===== src/design/gph_pkg.sv =====
// package: register map, field positions and reset values of the port g/h block
package gph_pkg;
   // ------------------------------------------------------------
   // register byte offsets (aligned words)
   // ------------------------------------------------------------
   localparam logic [5:0] GPH_OFS_G_PIN_VALUE    = 6'h00;
   localparam logic [5:0] GPH_OFS_G_OUTPUT_LATCH = 6'h04;
   localparam logic [5:0] GPH_OFS_G_DIRECTION    = 6'h08;
   localparam logic [5:0] GPH_OFS_H_PIN_VALUE    = 6'h0c;
   localparam logic [5:0] GPH_OFS_H_OUTPUT_LATCH = 6'h10;
   localparam logic [5:0] GPH_OFS_H_DIRECTION    = 6'h14;
   localparam logic [5:0] GPH_OFS_ANALOG_CFG     = 6'h18;
   localparam logic [5:0] GPH_OFS_EXT_BUS_CTRL   = 6'h1c;
   // ------------------------------------------------------------
   // widths and reset values
   // ------------------------------------------------------------
   localparam int         GPH_G_W           = 5;
   localparam int         GPH_H_W           = 8;
   localparam logic [4:0] GPH_G_DIR_RST     = 5'h1f;
   localparam logic [7:0] GPH_H_DIR_RST     = 8'hff;
   localparam logic [7:0] GPH_ANALOG_RST    = 8'h00;
   localparam logic [7:0] GPH_EXT_BUS_RST   = 8'h00;
   localparam logic [4:0] GPH_G_LATCH_RST   = 5'h00;
   localparam logic [7:0] GPH_H_LATCH_RST   = 8'h00;
   // ------------------------------------------------------------
   // field positions
   // ------------------------------------------------------------
   localparam int         GPH_EXT_BUS_DIS_BIT = 7;     // external_bus_disable
   localparam logic [7:0] GPH_EXT_BUS_MASK    = 8'hb3; // implemented bits
   localparam logic [7:0] GPH_ANALOG_MASK     = 8'h3f; // implemented bits
   localparam logic [3:0] GPH_ANALOG_DIGITAL  = 4'hf;  // pin config code: all digital
   localparam logic [1:0] GPH_RESP_OKAY       = 2'b00;
   localparam logic [1:0] GPH_RESP_SLVERR     = 2'b10;
endpackage


===== src/design/gph_port.sv =====
// port g and port h general-purpose i/o with peripheral pin sharing
//
// Decided for this implementation: the AXI4-Lite register port and the placing of the registers.
`timescale 1ns/100ps
// Overview of operation
// - direction one tristates, zero drives latch
// - port g has five pins
// - port h has eight pins
// - latch register reads latched value
// - enabled peripheral overrides pin direction
// - override never stored in direction register
// - port g powers up as inputs
// - g bit1/bit2 shared with second serial
// - g bits 0,3,4 shared with capture/compare
// - port g inputs are schmitt buffered
// - h upper nibble shared with analog
// - h lower nibble carries high address
// - h upper defaults analog, reads zero
// - h lower defaults to address bus
module gph_port
   import gph_pkg::*;
(
   // clock and reset
   input  wire logic        i_core_clk,
   input  wire logic        i_rst,
   input  wire logic        i_por,
   // axi4-lite write address / data / response
   input  wire logic [5:0]  i_awaddr,
   input  wire logic        i_awvalid,
   output logic             o_awready,
   input  wire logic [31:0] i_wdata,
   input  wire logic [3:0]  i_wstrb,
   input  wire logic        i_wvalid,
   output logic             o_wready,
   output logic [1:0]       o_bresp,
   output logic             o_bvalid,
   input  wire logic        i_bready,
   // axi4-lite read address / data
   input  wire logic [5:0]  i_araddr,
   input  wire logic        i_arvalid,
   output logic             o_arready,
   output logic [31:0]      o_rdata,
   output logic [1:0]       o_rresp,
   output logic             o_rvalid,
   input  wire logic        i_rready,
   // port g pins
   input  wire logic [4:0]  i_g_pin,
   output logic [4:0]       o_g_pin,
   output logic [4:0]       o_g_pin_oe_n,
   // port h pins
   input  wire logic [7:0]  i_h_pin,
   output logic [7:0]       o_h_pin,
   output logic [7:0]       o_h_pin_oe_n,
   // capture/compare three, four, five on g bits 0,3,4
   input  wire logic [2:0]  i_ccp_enable,
   input  wire logic [2:0]  i_ccp_drive,
   input  wire logic [2:0]  i_ccp_out,
   output logic [2:0]       o_ccp_in,
   // second serial port on g bit1 (transmit/clock) and bit2 (receive/data)
   input  wire logic [1:0]  i_serial_two_enable,
   input  wire logic [1:0]  i_serial_two_drive,
   input  wire logic [1:0]  i_serial_two_out,
   output logic [1:0]       o_serial_two_in,
   // external memory high address bits
   input  wire logic [3:0]  i_high_address_bits,
   // analog configuration seen by the converter
   output logic [7:0]       o_analog_pin_config,
   output logic             o_external_bus_disable
);
   // ------------------------------------------------------------
   // state
   // ------------------------------------------------------------
   // all flops of the block live in one packed struct; the next-state
   // process fills a full copy and the single clocked process stores it
   // (the latch fields are the only ones without an async reset)
   typedef struct packed {
      logic [4:0]  g_latch;     // g output latch
      logic [4:0]  g_dir;       // g direction
      logic [7:0]  h_latch;     // h output latch
      logic [7:0]  h_dir;       // h direction
      logic [7:0]  analog_cfg;  // analog pin configuration
      logic [7:0]  ext_bus;     // external bus control
      logic        aw_full;     // write address held
      logic [5:0]  aw_addr;     // held write address
      logic        w_full;      // write data held
      logic [31:0] w_data;      // held write data
      logic [3:0]  w_strb;      // held strobes
      logic        bvalid;      // write response pending
      logic [1:0]  bresp;       // write response code
      logic        rvalid;      // read data pending
      logic [31:0] rdata;       // read data
      logic [1:0]  rresp;       // read response code
   } gph_state_t;

   gph_state_t state_r;       // registered state
   gph_state_t state_nxt;     // next state
   logic [4:0] g_oe;          // effective g drive
   logic [4:0] g_drv;         // effective g value
   logic [7:0] h_oe;          // effective h drive
   logic [7:0] h_drv;         // effective h value
   logic [4:0] g_pin_read;    // g pin levels
   logic [7:0] h_pin_read;    // h pin levels
   logic       h_upper_dig;   // upper nibble digital
   logic       h_lower_bus;   // lower nibble on address bus
   logic [3:0] h_upper_mask;  // upper read mask
   logic [4:0] g_per_en;      // g peripheral owns direction
   logic [4:0] g_per_drv;     // g peripheral wants output
   logic [4:0] g_per_val;     // g peripheral output value

   // ------------------------------------------------------------
   // pin mux
   // ------------------------------------------------------------
   // peripheral lanes win over the direction bits pin by pin;
   // the stored direction bits are never touched by an override,
   // so software can read-modify-write them while a peripheral runs
   // port h has no peripheral override: its upper nibble follows the
   // analog pin configuration and its lower nibble the external bus
   // enable, both falling back to direction and latch when released
   // map peripheral lanes to g pins: ccp on 0,3,4; serial on 1,2
   always_comb begin
      g_per_en  = {i_ccp_enable[2], i_ccp_enable[1], i_serial_two_enable, i_ccp_enable[0]};
      g_per_drv = {i_ccp_drive[2], i_ccp_drive[1], i_serial_two_drive, i_ccp_drive[0]};
      g_per_val = {i_ccp_out[2], i_ccp_out[1], i_serial_two_out, i_ccp_out[0]};
   end

   // per pin drive selection, one lane per bit
   genvar gi;
   generate
      for (gi = 0; gi < GPH_G_W; gi++) begin : g_lane
         always_comb begin
            if (g_per_en[gi]) begin
               g_oe[gi]  = g_per_drv[gi];
               g_drv[gi] = g_per_val[gi];
            end else begin
               g_oe[gi]  = ~state_r.g_dir[gi];
               g_drv[gi] = state_r.g_latch[gi];
            end
         end
      end
   endgenerate

   // h mux: upper analog vs digital, lower address bus vs io
   always_comb begin
      h_upper_dig  = (state_r.analog_cfg[3:0] == GPH_ANALOG_DIGITAL);
      h_lower_bus  = ~state_r.ext_bus[GPH_EXT_BUS_DIS_BIT];
      h_upper_mask = h_upper_dig ? 4'hf : 4'h0;
      h_oe[7:4]    = ~state_r.h_dir[7:4] & h_upper_mask;
      h_drv[7:4]   = state_r.h_latch[7:4];
      h_oe[3:0]    = h_lower_bus ? 4'hf : ~state_r.h_dir[3:0];
      h_drv[3:0]   = h_lower_bus ? i_high_address_bits : state_r.h_latch[3:0];
      g_pin_read   = i_g_pin;
      h_pin_read   = {i_h_pin[7:4] & h_upper_mask, i_h_pin[3:0]};
   end

   // pin and peripheral outputs
   always_comb begin
      o_g_pin                = g_drv;
      o_g_pin_oe_n           = ~g_oe;
      o_h_pin                = h_drv;
      o_h_pin_oe_n           = ~h_oe;
      o_ccp_in               = {g_pin_read[4], g_pin_read[3], g_pin_read[0]};
      o_serial_two_in        = g_pin_read[2:1];
      o_analog_pin_config    = state_r.analog_cfg;
      o_external_bus_disable = state_r.ext_bus[GPH_EXT_BUS_DIS_BIT];
   end

   // ------------------------------------------------------------
   // bus slave and register file
   // ------------------------------------------------------------
   // bus slave timing, as seen by a master:
   //  - write address and write data are each held in a one-deep slot,
   //    taken at the edge where valid meets ready, in either order
   //  - the register write happens one cycle after both slots are full,
   //    and the response is raised at that same edge
   //  - a pending response blocks the next write until bready is seen
   //  - a read is taken whenever no read data waits, and the data and
   //    response appear at the next edge, held until rready
   //  - unmapped offsets answer with a slave error and change nothing
   //  - only the low byte lane carries register bits
   // byte-lane merge of an 8-bit register
   function automatic logic [7:0] merge8(input logic [7:0] old, input logic [31:0] d, input logic [3:0] s);
      merge8 = s[0] ? d[7:0] : old;
   endfunction

   // next state: accept channels, write, answer reads
   always_comb begin
      logic        do_wr;
      logic        do_rd;
      logic [7:0]  wv;
      logic [31:0] rd;
      logic        hit;
      do_wr     = 1'b0;
      do_rd     = 1'b0;
      wv        = 8'h00;
      rd        = 32'h0000_0000;
      hit       = 1'b1;
      state_nxt = state_r;
      // capture address and data in either order
      if (i_awvalid && !state_r.aw_full) begin
         state_nxt.aw_full = 1'b1;
         state_nxt.aw_addr = i_awaddr;
      end
      if (i_wvalid && !state_r.w_full) begin
         state_nxt.w_full = 1'b1;
         state_nxt.w_data = i_wdata;
         state_nxt.w_strb = i_wstrb;
      end
      // perform write when both held and response free
      if (state_r.aw_full && state_r.w_full && !state_r.bvalid) begin
         do_wr             = 1'b1;
         state_nxt.aw_full = 1'b0;
         state_nxt.w_full  = 1'b0;
         state_nxt.bvalid  = 1'b1;
      end
      if (do_wr) begin
         case ({state_r.aw_addr[5:2], 2'b00})
            GPH_OFS_G_PIN_VALUE, GPH_OFS_G_OUTPUT_LATCH: begin
               wv                = merge8({3'b000, state_r.g_latch}, state_r.w_data, state_r.w_strb);
               state_nxt.g_latch = wv[4:0];
            end
            GPH_OFS_G_DIRECTION: begin
               wv              = merge8({3'b000, state_r.g_dir}, state_r.w_data, state_r.w_strb);
               state_nxt.g_dir = wv[4:0];
            end
            GPH_OFS_H_PIN_VALUE, GPH_OFS_H_OUTPUT_LATCH: begin
               state_nxt.h_latch = merge8(state_r.h_latch, state_r.w_data, state_r.w_strb);
            end
            GPH_OFS_H_DIRECTION: begin
               state_nxt.h_dir = merge8(state_r.h_dir, state_r.w_data, state_r.w_strb);
            end
            GPH_OFS_ANALOG_CFG: begin
               state_nxt.analog_cfg = merge8(state_r.analog_cfg, state_r.w_data, state_r.w_strb) & GPH_ANALOG_MASK;
            end
            GPH_OFS_EXT_BUS_CTRL: begin
               state_nxt.ext_bus = merge8(state_r.ext_bus, state_r.w_data, state_r.w_strb) & GPH_EXT_BUS_MASK;
            end
            default: begin
               hit = 1'b0;   // unmapped
            end
         endcase
         state_nxt.bresp = hit ? GPH_RESP_OKAY : GPH_RESP_SLVERR;
      end
      if (state_r.bvalid && i_bready) begin
         state_nxt.bvalid = 1'b0;
      end
      // read: accept when no read data pending
      if (i_arvalid && !state_r.rvalid) begin
         do_rd = 1'b1;
      end
      if (do_rd) begin
         hit = 1'b1;
         case ({i_araddr[5:2], 2'b00})
            GPH_OFS_G_PIN_VALUE:    rd = {27'h0, g_pin_read};
            GPH_OFS_G_OUTPUT_LATCH: rd = {27'h0, state_r.g_latch};
            GPH_OFS_G_DIRECTION:    rd = {27'h0, state_r.g_dir};
            GPH_OFS_H_PIN_VALUE:    rd = {24'h0, h_pin_read};
            GPH_OFS_H_OUTPUT_LATCH: rd = {24'h0, state_r.h_latch};
            GPH_OFS_H_DIRECTION:    rd = {24'h0, state_r.h_dir};
            GPH_OFS_ANALOG_CFG:     rd = {24'h0, state_r.analog_cfg};
            GPH_OFS_EXT_BUS_CTRL:   rd = {24'h0, state_r.ext_bus};
            default: begin
               rd  = 32'h0000_0000;
               hit = 1'b0;
            end
         endcase
         state_nxt.rvalid = 1'b1;
         state_nxt.rdata  = rd;
         state_nxt.rresp  = hit ? GPH_RESP_OKAY : GPH_RESP_SLVERR;
      end else if (state_r.rvalid && i_rready) begin
         state_nxt.rvalid = 1'b0;
      end
      // power-on clears both latches; a register write in the same
      // cycle loses, so the latches leave power-on in a known state
      if (i_por) begin
         state_nxt.g_latch = GPH_G_LATCH_RST;
         state_nxt.h_latch = GPH_H_LATCH_RST;
      end
   end

   // bus outputs
   // ready signals follow the slot state directly, no extra cycle
   always_comb begin
      o_awready = ~state_r.aw_full;
      o_wready  = ~state_r.w_full;
      o_bvalid  = state_r.bvalid;
      o_bresp   = state_r.bresp;
      o_arready = ~state_r.rvalid;
      o_rvalid  = state_r.rvalid;
      o_rdata   = state_r.rdata;
      o_rresp   = state_r.rresp;
   end

   // ------------------------------------------------------------
   // state register
   // ------------------------------------------------------------
   // reset policy:
   //  - i_rst restores directions, pin configuration and the bus slave
   //  - the output latches keep their contents through i_rst, so a
   //    warm reset does not glitch driven pins to a new level
   //  - i_por clears the latches, but only at an edge where i_rst is
   //    low; release i_rst at least one edge before i_por
   //  - the async reset branch assigns constants only; the latch
   //    fields are simply left out of it
   // i_rst restores control; latches only cleared by power-on
   always_ff @(posedge i_core_clk or posedge i_rst) begin
      if (i_rst) begin
         // output latches hold through this reset
         state_r.g_dir      <= GPH_G_DIR_RST;
         state_r.h_dir      <= GPH_H_DIR_RST;
         state_r.analog_cfg <= GPH_ANALOG_RST;
         state_r.ext_bus    <= GPH_EXT_BUS_RST;
         state_r.aw_full    <= 1'b0;
         state_r.aw_addr    <= 6'h00;
         state_r.w_full     <= 1'b0;
         state_r.w_data     <= 32'h0000_0000;
         state_r.w_strb     <= 4'h0;
         state_r.bvalid     <= 1'b0;
         state_r.bresp      <= GPH_RESP_OKAY;
         state_r.rvalid     <= 1'b0;
         state_r.rdata      <= 32'h0000_0000;
         state_r.rresp      <= GPH_RESP_OKAY;
      end else begin
         state_r.g_latch    <= state_nxt.g_latch;
         state_r.h_latch    <= state_nxt.h_latch;
         state_r.g_dir      <= state_nxt.g_dir;
         state_r.h_dir      <= state_nxt.h_dir;
         state_r.analog_cfg <= state_nxt.analog_cfg;
         state_r.ext_bus    <= state_nxt.ext_bus;
         state_r.aw_full    <= state_nxt.aw_full;
         state_r.aw_addr    <= state_nxt.aw_addr;
         state_r.w_full     <= state_nxt.w_full;
         state_r.w_data     <= state_nxt.w_data;
         state_r.w_strb     <= state_nxt.w_strb;
         state_r.bvalid     <= state_nxt.bvalid;
         state_r.bresp      <= state_nxt.bresp;
         state_r.rvalid     <= state_nxt.rvalid;
         state_r.rdata      <= state_nxt.rdata;
         state_r.rresp      <= state_nxt.rresp;
      end
   end

endmodule


===== config.mk =====
export PLATFORM = sky130hd
export DESIGN_NAME = gph_port
export DESIGN_NICKNAME = d
export VERILOG_FILES = /design/src/design/gph_pkg.sv /design/src/design/gph_port.sv
export SDC_FILE = /design/constraint.sdc
export NUM_CORES = 1
export LEC_CHECK = 0
export BUFFER_PORTS_ARGS = -buffer_cell sky130_fd_sc_hd__clkbuf_2
export CAP_MARGIN = 25
export CELL_PAD_IN_SITES_DETAIL_PLACEMENT = 1
export CELL_PAD_IN_SITES_GLOBAL_PLACEMENT = 2
export CORE_MARGIN = 2
export CORE_UTILIZATION = 25
export DETAILED_ROUTE_END_ITERATION = 12
export PLACE_DENSITY_LB_ADDON = 0.1
export RECOVER_POWER = 100
export SETUP_SLACK_MARGIN = 0.1
export SLEW_MARGIN = 20
export SYNTH_ARGS = -nofsm -noshare
export SYNTH_HDL_FRONTEND = slang
export SYNTH_SLANG_ARGS = --single-unit

===== constraint.sdc =====
create_clock -name i_core_clk -period 3.7 [get_ports i_core_clk]
set_clock_uncertainty 0.2 [all_clocks]
set_input_delay 0.37 -clock i_core_clk [delete_from_list [all_inputs] [get_ports i_core_clk]]
set_output_delay 0.37 -clock i_core_clk [all_outputs]
set_load 0.03 [all_outputs]

Yosys cells after proc, flatten, opt, wreduce, memory -nomap -nowiden
Index checks and enable logic that the tools add are counted.

word-level totals
  bits in registers = 119
  input port bits = 88

operators by class
  mux-type cells = 43
  equality and inequality tests = 15
  reduce and logical (&&, ||, !) cells = 25
  bitwise gates (word level) = 14

operators by type and width
  kind                                                  number
  one-hot mux 8 bit (8 select lines)                    1
  two-way mux 8 bit                                     6
  two-way mux 42 bit                                    1
  two-way mux 37 bit                                    1
  equality test 4 x 3 -> 1 bit (second input constant)  8
  two-way mux 1 bit                                     22
  two-way mux 5 bit                                     4
  equality test 4 x 2 -> 1 bit (second input constant)  4
  OR reduction 8 bit                                    2
  two-way mux 4 bit                                     3
  two-way mux 6 bit                                     2
  AND reduction 3 bit                                   4
  AND 4 bit                                             2
  equality test 4 x 1 -> 1 bit (second input constant)  2
  logical NOT 4 bit                                     2
  NOT 1 bit                                             8
  NOT 4 bit                                             2
  NOT 8 bit                                             1
  nonzero test 2 bit                                    4
  logical AND 1 bit                                     7
  two-way mux 7 bit                                     1
  NOT 5 bit                                             1
  equality test 4 bit (second input constant)           1
  logical NOT 1 bit                                     4
  other kinds (2)                                       4

Longest topological paths before layout
  depth in word-level cells = 5
  gate-level depth with buffers = 6

Worst setup path before layout
Ideal clock, no wire load.

  path type = in2reg
  from = in i_rst
  to = reg state_r (netlist bit o_h_pin[4]) (enable)
  stages on the path = 1
  setup slack = 1.418 ns
  arrival time = 1.661 ns
  path through = inv_1

RTL lines
  item                RTL line        source
  start: declaration  gph_port.sv:25  input wire logic i_rst,
  end: declaration    gph_port.sv:95  gph_state_t state_r;

No word-level cell between the ends.

Worst setup path in the final report
  from = reg state_r[78] (netlist name)
  to = reg state_r[109] (netlist name), data pin

between the ends
  longest elaborated chain between the ends = 4
  elaborated cells on any way between the ends = 5

ends and longest elaborated chain
  item                                                                                 RTL line         source
  equality test 4 x 2 -> 1 bit / equality test 4 x 3 -> 1 bit (equally long branches)  gph_port.sv:216  case ({state_r.aw_addr[5:2], 2'b00})
  OR reduction 2 bit (*)                                                               gph_port.sv:216
  two-way mux 8 bit (*)                                                                gph_port.sv:216
  two-way mux 42 bit (*)                                                               gph_port.sv:215  if (do_wr) begin

Mark *: on every way between the ends. The rest lies on a longest branch, timed or not.
A chain may end at the register's enable or synchronous reset.

==> flow_summary.toml <==
[placed_design]
portBuffers = 109
dpl-instance-area_um2 = 4101
place.gp.congestion = 0.6980
place_hpwl_um = 7607

[floorplan]
pin_count = 169
die_y_um = 125.0
dieArea_um2 = 15610
initial_core_util_pct = 25.36
core_um2 = 14420
die_w_um = 125.0
rows = 44

[logic_synthesis]
ys_seq_area_share_pct = 46.01
synth_cell_types = 48
synth_area_leaders = "dfrtp_1 26%, mux2_2 15%, buf_4 11%"
synth_enable_flop_cells = 13
synth_top_area_share_pct = 26.00
synth_largest_area_cell = "dfrtp_1"
syn_inst = 319
synthFlopType = "dfrtp_1"
syn_area_per_cell_um2 = 11.46
ys_warn_count = 0
ys_ff_latch = 64
synth_area_um2 = 3657
async_flop_share_pct = 79.69

[pwr]
pwr-share-comb_pct = 30.5
ir_worst_vdd_v = 0.0002112
total_power_uw = 2988
powerDensity_nw_per_um2 = 696.5
p_clk_share_pct = 27.2
p_leak_uw = 0.001817
p_seq_share_pct = 42.4
switching_share_pct = 37.28
p_int_uw = 1874
switching_power_uw = 1114

[clock_tree]
cts_resized = 0
clock_tree.root_cell = "clkbuf_16"
htree_levels = 3
clk_pin_slew_ns = 0.05
cts_hold_buf = 0
cts_buffers = 9
insertion_delay_ns = 0.33
cts_tree = "done"
clock-sinks = 64
clockBufferDepth = 2
cts_setup_buffers = 0

[routing]
drc = 0
postRouteWirelength_um = 10350
drt_iter0_markers = 114
detail_route.wl_per_cell_um = 17.46
viasPerCell = 4.455
dr_total_vias = 2642
drt-pass1-iter-count = 4
antenna_left = 0

[finish]
layout_commonest_cell = "clkbuf_1"
syn2layout_area_growth_pct = 17.31
design_area_um2 = 4290
n_antenna_cell = 0
final_util_pct = 29.74
most-common-layout-cells = "59 x clkbuf_1, 55 x clkbuf_2, 48 x mux2_2"
fin_nets = 492
drive_gt1_share_pct = 34.23

[global_routing]
antenna_found_initial = 0
grt-ovfl-total = 0
grt_pass1_vias = 2663
grt_pass1_wl_um = 16290
grt_usage_pct = 13.81
grt_start_max_net_pins = 41

[critical_path]
end_kind = "register"
cp.required_ns = 3.57
arrival_ns = 2.48
cp-start-kind = "register"
worstSetupPathType = "reg -> reg"
crit_fanout = 8

[sta]
worstMarginPinSlew_ns = 1.597
finalCriticalPeriod_ns = 2.617
relSlewSlack_pct = -6.585
fin_tns_setup_ns = 0
finalMaxSlewViolations = 41
setup_viol = 0
timing.final.crit_share_pct = 70.73
rsz0062_at_grt = "false"
hold_violations = 0
fmax_ghz = 0.3821

[run_status]
status = "complete, but fails checks"
violations = "capacitance limit, slew limit"

[hold_path]
min_path_type = "in -> reg"

[flow_run]
cap_viol_max_count = 1
[layer usage]
metal / global-route usage [%] / part of all wire (%) / up-vias
met3: 3.081 / 5.9 / 13
met5: 0 / 0 / -
met1: 19.34 / 47 / 1310
met2: 20.60 / 45 / 86
li1: - / - / 1233
met4: 5.882 / 1.9 / 0
[stage by stage]
| stage | hold slack, ns | worst slack, ns | cells |
|---|---|---|---|
| 6_report | 0.01626 | 1.083 | 593 |
| 5_1_grt | 0.01748 | 0.8971 | 593 |
| 4_1_cts | 0.006329 | 1.304 | 593 |
| 3_5_place_dp | 0.2706 | 1.316 | 577 |
| 3_3_place_gp | 0.2651 | 1.328 | 577 |
| 2_1_floorplan | 0.2470 | 1.418 | 346 |
[sequential cells by signal, summed over array words and instances (netlist names), 4 cells and up]
register	cells
o_analog_pin_config	6
o_h_pin	4
o_rdata	8
state_r	41
[cell usage after synthesis, drive strengths merged (5+ instances only)]
cell / instances
mux2i: 20
edfxtp: 13
o211ai: 5
buf: 60
inv: 7
o21ai: 5
a21oi: 7
nor2b: 6
nand3b: 7
dfrtp: 38
clkbuf: 6
nor2: 25
mux2: 48
nand2: 11
dfstp: 13
[kinds of logic (layout without fill, tap and decap cells)]
family          after synthesis  count (layout)  synth area share (%)
simple gates                 75              75                 11.26
buf+inv                      73             136                 13.38
mux                          71              71                 22.10
flops                        64              64                 46.01
compound gates               35              35                 7.151
other cells                   1              28                0.1025
[worst max-delay path: stages, from the launching register on]
cell and delay, ns:
dfrtp_1 0.45, or3b_1 0.41, a211oi_2 0.95, mux2i_1 0.27, nor2_1 0.06
[power groups by stage]
| stage | Combinational, uW | Clock, uW | Sequential [uW] |
|---|---|---|---|
| floorplan | 870 | 0 | 1180 |
| global placement | 959 | 0 | 1280 |
| detailed placement | 972 | 0 | 1290 |
| CTS | 976 | 844 | 1280 |
| global route | 988 | 876 | 1330 |
| finish | 910 | 812 | 1270 |
[final cells by class]
type                       count  area, um2
fill                        1686      10130
sequential                    64       1683
multi-input combinational    209       1573
timing repair buffer         113      493.0
clock buffer                  13      270.3
tap                          184      230.2
inverter                       7      26.28
clock inverter                 3      15.01
[final timing paths]
kind | from | to | slack [ns] | cells past startpoint
max in group asynchronous | i_rst | o_rdata[2] | 1.67 | 3
worst max register to register | state_r[78] | state_r[109] | 1.08 | 4
worst min-delay path | i_bready | o_bvalid | 0.02 | 2
worst min register to register | o_rdata[6] | o_rdata[6] | 0.28 | 2
min in group asynchronous | i_rst | o_analog_pin_config[5] | 0.31 | 2
worst max-delay path | state_r[78] | state_r[109] | 1.08 | 4
Power figures use the tool's default switching activity.
